**src/core/agc_cfg_pkg.sv**
```systemverilog
/*
  Constants for the receive gain control configuration bank: byte offsets,
  field positions, reset values and lookup table geometry.
  Assumes an 8-bit register port with byte addresses as offsets.
*/
package agc_cfg_pkg;
  // ----------------------------------------------------------------
  // register offsets
  // ----------------------------------------------------------------
  localparam logic [7:0] OFS_LOCK_IN = 8'h26;
  localparam logic [7:0] OFS_WIN_POS = 8'h28;
  localparam logic [7:0] OFS_BACKOFF = 8'h2a;
  localparam logic [7:0] OFS_TBL_ADDR = 8'h2c;
  localparam logic [7:0] OFS_TBL_DATA = 8'h2e;
  localparam logic [7:0] OFS_LOOP_GAIN = 8'h30;
  localparam logic [7:0] OFS_OVERRIDE = 8'h32;
  localparam logic [7:0] OFS_TEST = 8'h34;
  localparam logic [7:0] OFS_RF_THR = 8'h36;
  localparam logic [7:0] OFS_SAT_ATT = 8'h38;
  localparam logic [7:0] OFS_WIN_NEG = 8'h3a;
  localparam logic [7:0] OFS_CS2 = 8'h3c;
  localparam logic [7:0] OFS_TX_PWR = 8'h3e;
  // ----------------------------------------------------------------
  // field positions
  // ----------------------------------------------------------------
  localparam int CW_SCALE_LSB = 5;
  localparam logic [2:0] CW_SCALE_ALWAYS_ON = 3'h0;
  localparam logic [2:0] CW_SCALE_ALWAYS_OFF = 3'h7;
  localparam int MAX_LOCK_LSB = 5;
  localparam int TBL_READ_SEL_BIT = 5;
  localparam int OVR_RF_BIT = 7;
  localparam int TEST_CONT_UPDATE_BIT = 7;
  localparam int TEST_RF_POLARITY_BIT = 6;
  localparam int TEST_EXTRA_DIS_BIT = 5;
  localparam int TEST_OVERRIDE_BIT = 2;
  localparam int TEST_ANT_ABORT_BIT = 1;
  localparam int TEST_SAT_STEP_BIT = 0;
  localparam int RF_THR_DIS_BIT = 7;
  localparam int MID_ATT_LSB = 4;
  localparam int SAT_BLOCK_LSB = 5;
  localparam int TX_PWR_LSB = 1;
  // ----------------------------------------------------------------
  // reset values and misc
  // ----------------------------------------------------------------
  localparam logic [7:0] REG_RESET = 8'h00;
  localparam logic [7:0] RDATA_UNMAPPED = 8'h00;
  localparam int EXTRA_UPDATE_SAMPLES = 32;
  localparam int LUT_DEPTH = 32;
  localparam int LUT_AW = 5;
  localparam int LUT_DW = 7;
endpackage : agc_cfg_pkg

```
**src/core/agc_config_registers.sv**
```systemverilog
/*
  Byte-wide configuration bank for receive gain control and transmit power.
  Assumes a simple register port (read data one cycle after the strobe),
  the gain loop datapath on the same clock, and the power-enable pin async.
*/
// Local design decision: the strobed register port.
`timescale 1ns/1ps
`default_nettype none
module agc_config_registers #(
  parameter int LUT_DEPTH = agc_cfg_pkg::LUT_DEPTH
) (
  input wire logic sys_clk_i,
  input wire logic rst_n_i,
  input wire logic [7:0] reg_addr_i,
  input wire logic [7:0] reg_wdata_i,
  input wire logic reg_wr_i,
  input wire logic reg_rd_i,
  output logic [7:0] reg_rdata_o,
  input wire logic transmit_power_enable_i,
  input wire logic loop_frozen_i,
  input wire logic loop_locked_i,
  input wire logic [3:0] lock_update_count_i,
  input wire logic second_power_lower_i,
  input wire logic [6:0] gain_voltage_i,
  input wire logic loop_rf_pad_remove_i,
  input wire logic [6:0] loop_if_gain_i,
  input wire logic [3:0] sat_count_i,
  input wire logic [3:0] mid_sat_count_i,
  input wire logic [3:0] low_sat_count_i,
  input wire logic [4:0] agc_level_i,
  input wire logic [4:0] lut_lookup_addr_i,
  output logic [6:0] lut_lookup_data_o,
  output logic [2:0] cw_scale_o,
  output logic cw_force_active_o,
  output logic cw_force_inactive_o,
  output logic [4:0] lock_in_level_o,
  output logic [4:0] lock_window_pos_o,
  output logic [5:0] lock_window_neg_o,
  output logic diversity_allowed_o,
  output logic [5:0] backoff_o,
  output logic [6:0] loop_gain_o,
  output logic rf_pad_control_line_o,
  output logic [6:0] if_gain_control_line_o,
  output logic gain_update_enable_o,
  output logic extra_update_enable_o,
  output logic second_antenna_abort_o,
  output logic sat_step_allow_o,
  output logic [4:0] mid_atten_step_o,
  output logic [3:0] low_atten_step_o,
  output logic [5:0] second_carrier_sense_scale_o,
  output logic [6:0] tx_power_dac_o
);
  // ----------------------------------------------------------------
  // reset release
  // ----------------------------------------------------------------
  logic [1:0] rst_pipe;
  logic rst_n;
  always_ff @(posedge sys_clk_i or negedge rst_n_i) begin
    if (!rst_n_i) begin
      rst_pipe <= 2'h0;
    end else begin
      rst_pipe <= {rst_pipe[0], 1'b1};
    end
  end
  assign rst_n = rst_pipe[1];
  // ----------------------------------------------------------------
  // register storage
  // ----------------------------------------------------------------
  logic [7:0] gain_lock_in_level;
  logic [7:0] gain_lock_window_positive;
  logic [7:0] gain_backoff;
  logic [7:0] gain_table_address;
  logic [7:0] gain_table_data;
  logic [7:0] gain_loop_gain;
  logic [7:0] gain_manual_override;
  logic [7:0] gain_test_modes;
  logic [7:0] rf_pad_threshold;
  logic [7:0] saturation_attenuation;
  logic [7:0] gain_lock_window_negative;
  logic [7:0] carrier_sense_two_scale;
  logic [7:0] transmit_power_level;
  // unused bits are stored as written; software keeps them zero
  always_ff @(posedge sys_clk_i or negedge rst_n) begin
    if (!rst_n) begin
      gain_lock_in_level <= agc_cfg_pkg::REG_RESET;
      gain_lock_window_positive <= agc_cfg_pkg::REG_RESET;
      gain_backoff <= agc_cfg_pkg::REG_RESET;
      gain_table_address <= agc_cfg_pkg::REG_RESET;
      gain_table_data <= agc_cfg_pkg::REG_RESET;
      gain_loop_gain <= agc_cfg_pkg::REG_RESET;
      gain_manual_override <= agc_cfg_pkg::REG_RESET;
      gain_test_modes <= agc_cfg_pkg::REG_RESET;
      rf_pad_threshold <= agc_cfg_pkg::REG_RESET;
      saturation_attenuation <= agc_cfg_pkg::REG_RESET;
      gain_lock_window_negative <= agc_cfg_pkg::REG_RESET;
      carrier_sense_two_scale <= agc_cfg_pkg::REG_RESET;
      transmit_power_level <= agc_cfg_pkg::REG_RESET;
    end else if (reg_wr_i) begin
      case (reg_addr_i)
        agc_cfg_pkg::OFS_LOCK_IN: gain_lock_in_level <= reg_wdata_i;
        agc_cfg_pkg::OFS_WIN_POS: gain_lock_window_positive <= reg_wdata_i;
        agc_cfg_pkg::OFS_BACKOFF: gain_backoff <= reg_wdata_i;
        agc_cfg_pkg::OFS_TBL_ADDR: gain_table_address <= reg_wdata_i;
        agc_cfg_pkg::OFS_TBL_DATA: gain_table_data <= reg_wdata_i;
        agc_cfg_pkg::OFS_LOOP_GAIN: gain_loop_gain <= reg_wdata_i;
        agc_cfg_pkg::OFS_OVERRIDE: gain_manual_override <= reg_wdata_i;
        agc_cfg_pkg::OFS_TEST: gain_test_modes <= reg_wdata_i;
        agc_cfg_pkg::OFS_RF_THR: rf_pad_threshold <= reg_wdata_i;
        agc_cfg_pkg::OFS_SAT_ATT: saturation_attenuation <= reg_wdata_i;
        agc_cfg_pkg::OFS_WIN_NEG: gain_lock_window_negative <= reg_wdata_i;
        agc_cfg_pkg::OFS_CS2: carrier_sense_two_scale <= reg_wdata_i;
        agc_cfg_pkg::OFS_TX_PWR: transmit_power_level <= reg_wdata_i;
        default: ;
      endcase
    end
  end

  // ----------------------------------------------------------------
  // gain lookup table
  // ----------------------------------------------------------------
  logic tbl_addr_wr;
  logic tbl_data_wr;
  logic [4:0] tbl_rd_addr;
  logic [6:0] tbl_rd_q;
  assign tbl_addr_wr = reg_wr_i && reg_addr_i == agc_cfg_pkg::OFS_TBL_ADDR;
  assign tbl_data_wr = reg_wr_i && reg_addr_i == agc_cfg_pkg::OFS_TBL_DATA;
  // look ahead on an address write so a read right after sees the new entry
  assign tbl_rd_addr = tbl_addr_wr ? reg_wdata_i[4:0] : gain_table_address[4:0];
  // table entries are written through the data register; value unsigned
  gain_lut_mem #(
    .DEPTH(LUT_DEPTH),
    .AW(agc_cfg_pkg::LUT_AW),
    .DW(agc_cfg_pkg::LUT_DW)
  ) u_lut (
    .clk_i(sys_clk_i),
    .we_i(tbl_data_wr),
    .waddr_i(gain_table_address[4:0]),
    .wdata_i(reg_wdata_i[6:0]),
    .raddr_a_i(tbl_rd_addr),
    .rdata_a_o(tbl_rd_q),
    .raddr_b_i(lut_lookup_addr_i),
    .rdata_b_o(lut_lookup_data_o)
  );

  // ----------------------------------------------------------------
  // read port
  // ----------------------------------------------------------------
  logic [7:0] next_rdata;
  always_comb begin
    next_rdata = agc_cfg_pkg::RDATA_UNMAPPED;
    case (reg_addr_i)
      agc_cfg_pkg::OFS_LOCK_IN: next_rdata = gain_lock_in_level;
      agc_cfg_pkg::OFS_WIN_POS: next_rdata = gain_lock_window_positive;
      agc_cfg_pkg::OFS_BACKOFF: next_rdata = gain_backoff;
      agc_cfg_pkg::OFS_TBL_ADDR: next_rdata = gain_table_address;
      agc_cfg_pkg::OFS_TBL_DATA: begin
        if (gain_table_address[agc_cfg_pkg::TBL_READ_SEL_BIT]) begin
          next_rdata = {1'b0, tbl_rd_q};
        end else begin
          next_rdata = gain_table_data;
        end
      end
      agc_cfg_pkg::OFS_LOOP_GAIN: next_rdata = gain_loop_gain;
      agc_cfg_pkg::OFS_OVERRIDE: next_rdata = gain_manual_override;
      agc_cfg_pkg::OFS_TEST: next_rdata = gain_test_modes;
      agc_cfg_pkg::OFS_RF_THR: next_rdata = rf_pad_threshold;
      agc_cfg_pkg::OFS_SAT_ATT: next_rdata = saturation_attenuation;
      agc_cfg_pkg::OFS_WIN_NEG: next_rdata = gain_lock_window_negative;
      agc_cfg_pkg::OFS_CS2: next_rdata = carrier_sense_two_scale;
      agc_cfg_pkg::OFS_TX_PWR: next_rdata = transmit_power_level;
      default: next_rdata = agc_cfg_pkg::RDATA_UNMAPPED;
    endcase
  end

  // data stand for exactly the cycle after the strobe, zero otherwise
  always_ff @(posedge sys_clk_i or negedge rst_n) begin
    if (!rst_n) begin
      reg_rdata_o <= 8'h00;
    end else begin
      reg_rdata_o <= reg_rd_i ? next_rdata : 8'h00;
    end
  end

  // ----------------------------------------------------------------
  // plain field outputs
  // ----------------------------------------------------------------
  assign cw_scale_o = gain_lock_in_level[7:agc_cfg_pkg::CW_SCALE_LSB];
  assign lock_in_level_o = gain_lock_in_level[4:0];
  assign lock_window_pos_o = gain_lock_window_positive[4:0];
  assign backoff_o = gain_backoff[5:0];
  assign loop_gain_o = gain_loop_gain[6:0];
  assign second_carrier_sense_scale_o = carrier_sense_two_scale[5:0];

  // ----------------------------------------------------------------
  // derived controls
  // ----------------------------------------------------------------
  logic ovr_en;
  logic rf_thr_remove;
  logic auto_rf;
  logic within_block;
  logic [4:0] block_level;
  logic next_sat_allow;
  assign ovr_en = gain_test_modes[agc_cfg_pkg::TEST_OVERRIDE_BIT];
  assign rf_thr_remove = !rf_pad_threshold[agc_cfg_pkg::RF_THR_DIS_BIT]
      && gain_voltage_i < rf_pad_threshold[6:0];
  assign auto_rf = loop_rf_pad_remove_i | rf_thr_remove;
  // block level is 1xx.x in half-dB units, 4.0 to 7.5
  assign block_level = {2'b01, gain_lock_window_negative[7:agc_cfg_pkg::SAT_BLOCK_LSB]};
  assign within_block = agc_level_i <= block_level;
  assign next_sat_allow = !within_block
      || gain_test_modes[agc_cfg_pkg::TEST_SAT_STEP_BIT];
  always_ff @(posedge sys_clk_i or negedge rst_n) begin
    if (!rst_n) begin
      cw_force_active_o <= 1'b0;
      cw_force_inactive_o <= 1'b0;
      lock_window_neg_o <= 6'h00;
      diversity_allowed_o <= 1'b0;
    end else begin
      cw_force_active_o <= cw_scale_o == agc_cfg_pkg::CW_SCALE_ALWAYS_ON;
      cw_force_inactive_o <= cw_scale_o == agc_cfg_pkg::CW_SCALE_ALWAYS_OFF;
      lock_window_neg_o <= 6'(-{1'b0, gain_lock_window_negative[4:0]});
      diversity_allowed_o <= {1'b0, gain_lock_window_positive[7:agc_cfg_pkg::MAX_LOCK_LSB]}
          >= lock_update_count_i;
    end
  end

  // pad line: polarity applies to both manual and automatic sources
  always_ff @(posedge sys_clk_i or negedge rst_n) begin
    if (!rst_n) begin
      rf_pad_control_line_o <= 1'b0;
      if_gain_control_line_o <= 7'h00;
    end else begin
      rf_pad_control_line_o <= gain_test_modes[agc_cfg_pkg::TEST_RF_POLARITY_BIT]
          ^ (ovr_en ? gain_manual_override[agc_cfg_pkg::OVR_RF_BIT] : auto_rf);
      if_gain_control_line_o <= ovr_en ? gain_manual_override[6:0] : loop_if_gain_i;
    end
  end

  always_ff @(posedge sys_clk_i or negedge rst_n) begin
    if (!rst_n) begin
      gain_update_enable_o <= 1'b0;
      extra_update_enable_o <= 1'b0;
      second_antenna_abort_o <= 1'b0;
    end else begin
      gain_update_enable_o <= !(loop_frozen_i || loop_locked_i)
          || gain_test_modes[agc_cfg_pkg::TEST_CONT_UPDATE_BIT];
      extra_update_enable_o <= !gain_test_modes[agc_cfg_pkg::TEST_EXTRA_DIS_BIT];
      second_antenna_abort_o <= gain_test_modes[agc_cfg_pkg::TEST_ANT_ABORT_BIT]
          && second_power_lower_i;
    end
  end

  // saturation steps only issue while the step is allowed
  always_ff @(posedge sys_clk_i or negedge rst_n) begin
    if (!rst_n) begin
      sat_step_allow_o <= 1'b0;
      mid_atten_step_o <= 5'h00;
      low_atten_step_o <= 4'h0;
    end else begin
      sat_step_allow_o <= next_sat_allow;
      mid_atten_step_o <= (next_sat_allow && sat_count_i > mid_sat_count_i)
          ? {saturation_attenuation[7:agc_cfg_pkg::MID_ATT_LSB], 1'b0} : 5'h00;
      low_atten_step_o <= (next_sat_allow && sat_count_i > low_sat_count_i)
          ? saturation_attenuation[3:0] : 4'h0;
    end
  end

  // ----------------------------------------------------------------
  // transmit power
  // ----------------------------------------------------------------
  logic tx_en_level;
  logic tx_en_prev;
  logic tx_en_rise;
  pin_sync u_transmit_power_enable_sync (
    .clk_i(sys_clk_i),
    .rst_n_i(rst_n),
    .pin_i(transmit_power_enable_i),
    .level_o(tx_en_level)
  );
  always_ff @(posedge sys_clk_i or negedge rst_n) begin
    if (!rst_n) begin
      tx_en_prev <= 1'b0;
    end else begin
      tx_en_prev <= tx_en_level;
    end
  end
  assign tx_en_rise = tx_en_level && !tx_en_prev;
  // software may rewrite the word mid-burst without disturbing the DAC
  always_ff @(posedge sys_clk_i or negedge rst_n) begin
    if (!rst_n) begin
      tx_power_dac_o <= 7'h00;
    end else if (tx_en_rise) begin
      tx_power_dac_o <= transmit_power_level[7:agc_cfg_pkg::TX_PWR_LSB];
    end
  end
endmodule : agc_config_registers
`default_nettype wire

```
**src/core/pin_sync.sv**
```systemverilog
/*
  Three-stage synchroniser for one pin; the filtered level changes once
  stages two and three agree. Assumes a synchronised active-low reset.
*/
`timescale 1ns/1ps
`default_nettype none
module pin_sync (
  input wire logic clk_i,
  input wire logic rst_n_i,
  input wire logic pin_i,
  output logic level_o
);
  logic [2:0] stage;

  always_ff @(posedge clk_i or negedge rst_n_i) begin
    if (!rst_n_i) begin
      stage <= 3'h0;
    end else begin
      stage <= {stage[1:0], pin_i};
    end
  end

  // only stages two and three are compared; stage one is metastable-prone
  always_ff @(posedge clk_i or negedge rst_n_i) begin
    if (!rst_n_i) begin
      level_o <= 1'b0;
    end else if (stage[1] == stage[2]) begin
      level_o <= stage[2];
    end
  end
endmodule : pin_sync
`default_nettype wire

```
**src/core/gain_lut_mem.sv**
```systemverilog
/*
  Gain lookup table: one write port, two registered read ports.
  Assumes single clock; write-first when reading the address being written.
*/
`timescale 1ns/1ps
`default_nettype none
module gain_lut_mem #(
  parameter int DEPTH = 32,
  parameter int AW = 5,
  parameter int DW = 7
) (
  input wire logic clk_i,
  input wire logic we_i,
  input wire logic [AW-1:0] waddr_i,
  input wire logic [DW-1:0] wdata_i,
  input wire logic [AW-1:0] raddr_a_i,
  output logic [DW-1:0] rdata_a_o,
  input wire logic [AW-1:0] raddr_b_i,
  output logic [DW-1:0] rdata_b_o
);
  logic [DW-1:0] mem [DEPTH];

  always_ff @(posedge clk_i) begin
    if (we_i) begin
      mem[waddr_i] <= wdata_i;
    end
  end

  always_ff @(posedge clk_i) begin
    rdata_a_o <= (we_i && waddr_i == raddr_a_i) ? wdata_i : mem[raddr_a_i];
    rdata_b_o <= (we_i && waddr_i == raddr_b_i) ? wdata_i : mem[raddr_b_i];
  end
endmodule : gain_lut_mem
`default_nettype wire

```
**config.mk**
```make
export PLATFORM = sky130hd
export DESIGN_NAME = agc_config_registers
export DESIGN_NICKNAME = d
export VERILOG_FILES = /design/src/core/agc_cfg_pkg.sv /design/src/core/agc_config_registers.sv /design/src/core/pin_sync.sv /design/src/core/gain_lut_mem.sv
export SDC_FILE = /design/constraint.sdc
export NUM_CORES = 1
export LEC_CHECK = 0
export ABC_AREA = 1
export BUFFER_PORTS_ARGS = -buffer_cell sky130_fd_sc_hd__buf_2
export CAP_MARGIN = 30
export CORE_MARGIN = 1
export CORE_UTILIZATION = 54
export CTS_CLUSTER_DIAMETER = 40
export DETAILED_ROUTE_END_ITERATION = 16
export PLACE_DENSITY_LB_ADDON = 0.2
export SLEW_MARGIN = 30
export SYNTH_ARGS = -nofsm -noshare
export SYNTH_HDL_FRONTEND = slang
export SYNTH_SLANG_ARGS = --single-unit
```
**constraint.sdc**
```tcl
create_clock -name sys_clk_i -period 4.3 [get_ports sys_clk_i]
set_clock_uncertainty 0.1 [all_clocks]
set_input_delay 0.215 -clock sys_clk_i [delete_from_list [all_inputs] [get_ports sys_clk_i]]
set_output_delay 0.215 -clock sys_clk_i [all_outputs]
set_load 0.01 [all_outputs]
```
# ---- Yosys cells after proc, flatten, opt, wreduce, memory -nomap -nowiden
# Memory sizes are Yosys's and may differ from the RTL's. A register that Yosys moved wholly into a read port is not among the register bits.
# Index checks and enable logic that the tools add are counted.
dict set report classes {
  n_addsub 1
  n_lt_le_gt_ge 5
  eq_ne 15
  mux 10
  n_bitwise 2
  reduce_logical 29
}
# op count
set op_table {}
lappend op_table {{8-bit by 6-bit == test with 1-bit output, second input constant} 13}
lappend op_table {{8-bit case mux with 13 select lines} 1}
lappend op_table {{2-bit AND reduction} 13}
lappend op_table {{8-bit 2-to-1 mux} 2}
lappend op_table {{5-bit 2-to-1 mux} 2}
lappend op_table {{4-bit > comparator} 2}
lappend op_table {{1-bit logical AND} 7}
lappend op_table {{7-bit < comparator} 1}
lappend op_table {{7-bit 2-to-1 mux} 1}
lappend op_table {{5-bit negation with 6-bit output} 1}
lappend op_table {{5-bit by 4-bit <= comparator with 1-bit output} 1}
lappend op_table {{1-bit logical NOT} 5}
lappend op_table {{3-bit by 4-bit >= comparator with 1-bit output} 1}
lappend op_table {{4-bit 2-to-1 mux} 1}
lappend op_table {{3-bit == test, second input constant} 1}
lappend op_table {{3-bit logical NOT} 1}
lappend op_table {{1-bit logical OR} 3}
lappend op_table {{1-bit 2-to-1 mux} 3}
lappend op_table {{1-bit == test} 1}
lappend op_table {{1-bit bitwise OR} 1}
lappend op_table {{1-bit XOR} 1}
dict set report totals {
  reg_bits 156
  ramBits 224
  in_bits 65
  output_inout_bits 84
  n_memories 1
}
# memory words word_bits read_ports rd_clocked_by_memory_dff wr line_no
set memory_table {}
lappend memory_table {u_lut.mem 32 7 2 2 1 gain_lut_mem.sv:21} ;# logic [DW-1:0] mem [DEPTH];

# ---- Longest topological paths before layout
# Gate-level depths: netlist (run 1).
dict set report logic_depth {
  ltp_word 5
  ltp_mapped 12
  mapped_depth_nobuf 12
}

# ---- Cells and area by module
# From an unflattened synthesis (run 1), not the netlist that was laid out.
dict set report hier_totals {
  cells_unflattened 2236
  hier_area_um2 19319.8
}
# module n_inst cells_each area_per_inst_um2 seq_area_each_um2
set modules_own_cells {}
lappend modules_own_cells {gain_lut_mem 1 1349 11835.1 6926.6}
lappend modules_own_cells {agc_config_registers 1 879 7368.3 3778.6}
lappend modules_own_cells {pin_sync 1 8 116.4 100.1}

# ---- Worst setup path before layout (run 1)
# No wires, ideal clock.
dict set report synth_timing {
  kind {input port to flip-flop}
  start {input port reg_addr_i[7]}
  end {memory u_lut.mem[10][0], enable pin}
  setup_ns 0.360
  arrival_time_ns 1.428
  required_ns 3.840
  setup_slack_ns 2.412
  stages 7
  path_cell_list {nor2_1 > nand3_1 > inv_2 > nand2_2 > nor2_4 > nand3_1 > nor2_1}
}
dict set report synth_between {
  elab_chain_cells 4
}
# item line_no
set synth_lines {}
lappend synth_lines {{start, declared} agc_config_registers.sv:14} ;# input wire logic [7:0] reg_addr_i,
lappend synth_lines {{8-bit by 6-bit == test with 1-bit output} agc_config_registers.sv:126} ;# assign tbl_data_wr = reg_wr_i && reg_addr_i == agc_cfg_pkg::OFS_TBL_DATA;
lappend synth_lines {{1-bit logical AND} agc_config_registers.sv:126}
lappend synth_lines {{1-bit 2-to-1 mux} gain_lut_mem.sv:24} ;# if (we_i) begin
lappend synth_lines {{1-bit 2-to-1 mux (implied by the code)} gain_lut_mem.sv:25} ;# mem[waddr_i] <= wdata_i;
lappend synth_lines {{end, declared} gain_lut_mem.sv:21}
# Every way passes these cells.

==> results.tsv, run 1 <==
stage	metric	value	unit
floorplanning	Die Y	187	µm
finish	nets	2180	
global_route	first-pass GRT wire length	90900	µm
setup_path	crit path max fanout	58	
global_route	vias in the first global route	15100	
yosys	Synth cell types	35	
floorplanning	die width	187	µm
power	Power Density	439	nW/µm²
setup_path	R2R setup slack	1.52	ns
detailed_routing	DR vias	15900	
run_status	outcome	completed	
global_route	GR Overflow Total	0	
setup_path	worst reg2reg endpoint	reg_rdata_o[6]$_DFF_PN0_	
global_route	initial antenna violation count	1	
setup_path	Crit Path Class	reg -> out	
yosys	Synthesized Nets	2079	
floorplanning	IO Count	149	
detailed_routing	final WL	59400	µm
finish	Largest register FFs	224	
yosys	post-synthesis sequential area ratio	58.6	%
placement	placer congestion estimate	0.989	
sta	Setup violations, final	0	
floorplanning	Rows	67	
detailed_routing	initial DRC count	2312	
floorplanning	die area	34900	µm²
hold_path	Hold EP	low_atten_step_o[3]$_DFF_PN0_	
sta	Final TNS setup	0	ns
sta	f_max	290	MHz
setup_path	CP arrival	3.13	ns
finish	Biggest register	u_lut.mem	
hold_path	hold_sp	low_sat_count_i[0]	
power	Max VDD drop	0.356	mV
setup_path	Worst Reg2Reg Path Length in Cells	10	
yosys	Avg Cell Area, Syn	9.25	µm²
flow_run	Max Cap Viol	0	
clock_tree	CTS clk-pin slew, worst paths	0.06	ns
sta	period utilization	80.1	%
clock_tree	total clock sinks	389	
hold_path	Hold Path Stages	5	
yosys	Yosys reg bits	389	
yosys	synthesized instance count	1993	
hold_path	HP Class	in -> reg	
power	Pleak	8.73	nW
sta	Fin. Hold Viols	0	
placement	dpl hpwl	38200	µm
sta	final hold slack	0.0720	ns
placement	Setup WS pre-CTS	1.18	ns
detailed_routing	First-pass DRT Iterations	6	
finish	number of diodes	0	
setup_path	worst endpoint required time	3.98	ns
global_route	GR Util All Layers	34.3	%
detailed_routing	WL per Instance	23.0	µm
clock_tree	clk_lat worst skew	0.58	ns
global_route	largest net degree at the start of global routing	103	
sta	Slew @ Worst Pin	0.971	ns
clock_tree	clk buf depth	3	
clock_tree	post-cts sizing count	0	
detailed_routing	via density per instance	6.17	
clock_tree	clock root cell	clkbuf_16	
yosys	Syn. warnings	0	
yosys	mapped cell area	18400	µm²
clock_tree	CTS buffer count	51	
clock_tree	H-tree depth	2	
sta	RSZ-0062 raised after global routing	no	
detailed_routing	Remaining DRCs	0	
sta	final worst slack	0.854	ns
floorplanning	Core Box Area	33500	µm²
clock_tree	CTS tree	yes	
setup_path	Setup crit start kind	flip-flop	
floorplanning	Starting Density	55.0	%
finish	Syn-to-layout area delta	15.5	%
sta	max_slew headroom	35.2	%
sta	Period minus WS final	3.45	ns
sta	Slew Viols, Final	0	
setup_path	Critical Path Sink Type	primary output	
placement	IO Port Bufs	147	
finish	layout cells sized above 1	14.1	%
detailed_routing	antenna viol nets, final	0	
## per-stage QoR
step                      power (mW)  std cells  utilization (%)  instance area, µm²
final                           9.35       2585             63.5               21300
after global routing            9.61       2585             63.5               21300
after CTS                       9.37       2585             63.5               21300
after detailed placement        4.90       2465             57.3               19200
after global placement          4.89       2465             57.3               19200
after floorplan                 4.60       1993                -               18400
## placed cells by master, fill, tap and decap left out, drive strengths merged
| cell type | n |
|---|---|
| dlygate4sd3 | 24 |
| nand3 | 303 |
| edfxtp | 224 |
| o221ai | 48 |
| a21boi | 1 |
| dfrtp | 155 |
| xor2 | 2 |
| nor3 | 3 |
| nor2 | 216 |
| o21a | 11 |
| dfxtp | 10 |
| o21ai | 243 |
| a21oi | 15 |
| mux2 | 7 |
| nand4 | 21 |
| ha | 21 |
| nand3b | 1 |
| inv | 107 |
| xnor2 | 1 |
| clkbuf | 61 |
| o22ai | 8 |
| o211ai | 7 |
| clkinvlp | 2 |
| nand2 | 448 |
| conb | 2 |
| clkinv | 17 |
| bufinv | 5 |
| or2 | 1 |
| maj3 | 1 |
| buf | 172 |
## what timing repair did
item / in CTS / in global routing
setup buffers: 0 / 0
hold buffers: 24 / 0
hold endpoints to repair: 26 / 0
## synthesized netlist by cell type, drive strengths merged
master | n | area [µm²]
or2 | 1 | 6.26
nand3b | 1 | 7.51
a21oi | 15 | 75.1
nor2 | 216 | 843
xor2 | 2 | 17.5
conb | 2 | 7.51
o211ai | 7 | 52.6
nand2 | 448 | 1700
ha | 21 | 263
nand4 | 21 | 131
maj3 | 1 | 10.0
nand3 | 303 | 1520
dfrtp | 155 | 3880
o21a | 11 | 82.6
mux2 | 7 | 78.8
clkbuf | 55 | 206
xnor2 | 1 | 8.76
buf | 93 | 549
inv | 95 | 357
edfxtp | 224 | 6730
o22ai | 8 | 50.1
o221ai | 48 | 420
nor3 | 3 | 15.0
o21ai | 243 | 1220
a21boi | 1 | 7.51
dfxtp | 10 | 200
clkinv | 1 | 3.75
## per-layer routing
layer / vias up / track usage, % / routed length, µm
li1: 7070 / - / -
met1: 7655 / 45.8 / 22800
met2: 1032 / 55.4 / 28100
met3: 183 / 6.04 / 5840
met4: 0 / 15.2 / 2640
met5: - / 0 / 0
## how the worst max path moves through the flow
| stage | slack, ns | depth (start not counted) | from | end |
|---|---|---|---|---|
| 2_1_floorplan | 1.63 | 0 | rst_pipe[1]$_DFF_PN0_ | carrier_sense_two_scale[0]$_DFFE_PN0P_ |
| 5_1_grt | 0.75 | 9 | flip-flop | lut_lookup_data_o[2] |
| 3_5_place_dp | 1.18 | 8 | reg_addr_i[7] | u_lut.mem[8][5]$_DFFE_PP_ |
| 4_1_cts | 0.91 | 9 | flip-flop | lut_lookup_data_o[2] |
| 6_report | 0.85 | 9 | flip-flop | lut_lookup_data_o[2] |
| 3_3_place_gp | 1.23 | 8 | reg_addr_i[7] | u_lut.mem[12][5]$_DFFE_PP_ |
## cell families after synthesis
kind of cell    Yosys count  share of synthesized area, %
fa+ha+maj                22                          1.48
compound gates          333                          10.3
xor+xnor                  3                         0.143
buf+inv                 244                          6.06
other cells               2                        0.0407
mux                       7                         0.428
simple gates            993                          22.9
flops                   389                          58.6
## critical path: stages, from the launching register on
cell,delay (ns)
dfxtp_2,0.33
buf_4,0.47
buf_4,0.61
o21ai_0,0.16
o221ai_1,0.30
nand3_1,0.19
o21ai_0,0.16
nand2_1,0.08
nand2_1,0.09
buf_2,0.13
## layout make-up
type                    instances  area [µm²]
clock buffers                  61        1430
flip-flops and latches        389       10800
repair buffers                196        1200
clock inverters                35         414
multi-input cells            1360        6510
fillers                      2845       12200
well taps                     448         561
inverters                      96         360
## power by group
group / internal, mW / leakage, nW / switching, mW
combinational: 0.232 / 3.65 / 0.505
clock: 2.74 / 0.907 / 1.75
sequential: 4.03 / 4.18 / 0.0861
total: 7.01 / 8.73 / 2.34
Power figures use the tool's default switching activity.
==> run 2, diff against run 1 <==
clock period = 2.9 ns   (was 4.3 ns; I/O delays follow)
==> results.tsv, run 2 (synthesized netlist as in run 1, its figures left out) <==
stage	metric	value	unit	change
floorplanning	Starting Density	55.0	%	unchanged
clock_tree	total clock sinks	389		unchanged
detailed_routing	DR vias	15900		about the same
setup_path	Slowest-stage cell, CP	dfxtp_2		was buf_4
global_route	vias in the first global route	15200		was 15100
run_status	outcome	completed		unchanged
detailed_routing	final WL	57400	µm	was 59400 µm
clock_tree	Post-CTS Setup Bufs	0		unchanged
sta	Slew @ Worst Pin	0.823	ns	was 0.971 ns
sta	Final TNS setup	0	ns	unchanged
sta	Slew Viols, Final	0		unchanged
sta	f_max	350	MHz	
global_route	GR Overflow Total	0		unchanged
detailed_routing	Remaining DRCs	0		unchanged
detailed_routing	via density per instance	6.08		was 6.17
setup_path	CP max stage delay	0.38	ns	was 0.61 ns
global_route	first-pass GRT wire length	88100	µm	was 90900 µm
floorplanning	die width	187	µm	unchanged
detailed_routing	antenna viol nets, final	0		unchanged
setup_path	CP arrival	2.61	ns	was 3.13 ns
sta	Setup violations, final	0		unchanged
floorplanning	die area	34900	µm²	unchanged
clock_tree	CTS tree	yes		unchanged
sta	final worst slack	0.0409	ns	was 0.854 ns
clock_tree	clock root cell	clkbuf_16		unchanged
setup_path	most frequent CP cell	nand3_1		
clock_tree	CTS buffer count	49		was 51
finish	nets	2216		was 2180
sta	max_slew headroom	45.1	%	was 35.2%
placement	placer congestion estimate	0.997		was 0.989
detailed_routing	initial DRC count	1853		was 2312
finish	Largest register FFs	224		unchanged
sta	Fin. Hold Viols	0		unchanged
floorplanning	Core Box Area	33500	µm²	unchanged
setup_path	Critical Path Sink Type	primary output		unchanged
setup_path	crit path max fanout	112		was 58
finish	Syn-to-layout area delta	16.8	%	was 15.5%
detailed_routing	First-pass DRT Iterations	7		was 6
power	Max VDD drop	0.487	mV	was 0.356 mV
finish	number of diodes	0		unchanged
power	Power Density	631	nW/µm²	was 439 nW/µm²
setup_path	worst endpoint required time	2.65	ns	was 3.98 ns
finish	layout cells sized above 1	15.2	%	was 14.1%
placement	Setup WS pre-CTS	0.499	ns	was 1.18 ns
power	Power, Total	13.6	mW	was 9.35 mW
global_route	initial antenna violation count	0		was 1
global_route	largest net degree at the start of global routing	113		was 103
setup_path	Crit Path Class	reg -> out		unchanged
finish	Biggest register	u_lut.mem		unchanged
placement	IO Port Bufs	147		unchanged
sta	period utilization	98.6	%	
finish	most frequent cells in the layout	nand2_1, nand3_1, o21ai_0		unchanged
global_route	GR Util All Layers	32.9	%	was 34.3%
floorplanning	IO Count	149		unchanged
power	Pleak	8.87	nW	was 8.73 nW
detailed_routing	WL per Instance	21.9	µm	was 23.0 µm
clock_tree	H-tree depth	2		unchanged
setup_path	Cell Chain, Critical Path	buf_16, o21ai_0, o221ai_1, nand3_1, nand3_1, o21a_1, buf_2		was buf_4, buf_4, o21ai_0, o221ai_1, nand3_1, o21ai_0, nand2_1, nand2_1, buf_2
placement	dpl hpwl	37400	µm	was 38200 µm
floorplanning	Die Y	187	µm	unchanged
clock_tree	clk buf depth	3		unchanged
flow_run	Max Cap Viol	0		unchanged
sta	Period minus WS final	2.86	ns	
sta	RSZ-0062 raised after global routing	no		unchanged
finish	commonest non-fill, non-tap cell in the layout	nand2_1		unchanged
floorplanning	Rows	67		unchanged
clock_tree	clk_lat worst skew	0.57	ns	was 0.58 ns
clock_tree	CTS clk-pin slew, worst paths	0.06	ns	about the same
setup_path	Setup crit start kind	flip-flop		unchanged
hold_path	HP Class	in -> reg		unchanged
run 2: cell count changes in the layout (fill, tap and decap cells not counted), sizes merged:
cell | previous run | this run
dlygate4sd3 | 24 | 26
inv | 107 | 106
bufinv | 5 | 6
clkinv | 17 | 11
buf | 172 | 208
clkinvlp | 2 | 6
clkbuf | 61 | 59
run 2: metrics by stage:
stage / hold WS, ns / util (%) / std cells / cell area (µm²)
after floorplan: -0.251 / - / 1993 / 18400
after global placement: -0.170 / 58.3 / 2501 / 19500
after detailed placement: -0.169 / 58.3 / 2501 / 19500
after CTS: 0.0155 / 64.2 / 2619 / 21500
after global routing: 0.0506 / 64.2 / 2619 / 21500
final: 0.0361 / 64.2 / 2619 / 21500
run 2: per-layer routing:
metal  vias to the layer above  share of wire (%)  track usage (%)
li1                       7138                  -                -
met1                      7625                 38             43.7
met2                       992                 48             54.4
met3                       164                8.9             4.16
met4                         0                4.1             14.6
met5                         -                  0                0
run 2: worst max-delay path, delay by kind of cell (launching register included):
kind,cells,cell delay (ns)
AND/OR/NAND/NOR,2,0.40
flip-flops,1,0.38
buffers and inverters,2,0.51
AO/OA/AOI/OAI,3,0.67
run 2: final timing paths:
path / from / endpoint / slack, ns / cells past startpoint
worst min register to register: u_transmit_power_enable_sync.stage[0]$_DFF_PN0_ / u_transmit_power_enable_sync.stage[1]$_DFF_PN0_ / 0.25 / 0
worst min-delay path: mid_sat_count_i[0] / mid_atten_step_o[3]$_DFF_PN0_ / 0.04 / 5
max in group asynchronous: rst_pipe[1]$_DFF_PN0_ / gain_table_data[3]$_DFFE_PN0P_ / 1.59 / 1
worst max-delay path: flip-flop / lut_lookup_data_o[0] / 0.04 / 7
min in group asynchronous: rst_pipe[1]$_DFF_PN0_ / u_transmit_power_enable_sync.stage[2]$_DFF_PN0_ / 0.31 / 0
worst max register to register: flip-flop / reg_rdata_o[0]$_DFF_PN0_ / 0.64 / 10
run 2: where the power goes:
| part | total, mW | internal, mW | switching [mW] |
|---|---|---|---|
| registers | 6.10 | 5.98 | 0.119 |
| clock network | 6.39 | 3.85 | 2.54 |
| logic | 1.11 | 0.366 | 0.741 |
run 2: final cells by class:
type | instances | area [µm²]
repair buffers | 234 | 1560
multi-input cells | 1360 | 6510
flip-flops and latches | 389 | 10800
well taps | 448 | 561
fillers | 2742 | 12000
inverters | 96 | 360
clock buffers | 59 | 1320
clock inverters | 33 | 412
run 2: timing repair:
item / in CTS / in global routing
hold buffers: 26 / 0
gates resized for setup: 0 / 1
endpoints found under the hold margin: 34 / 0
setup endpoints to repair: 0 / 1
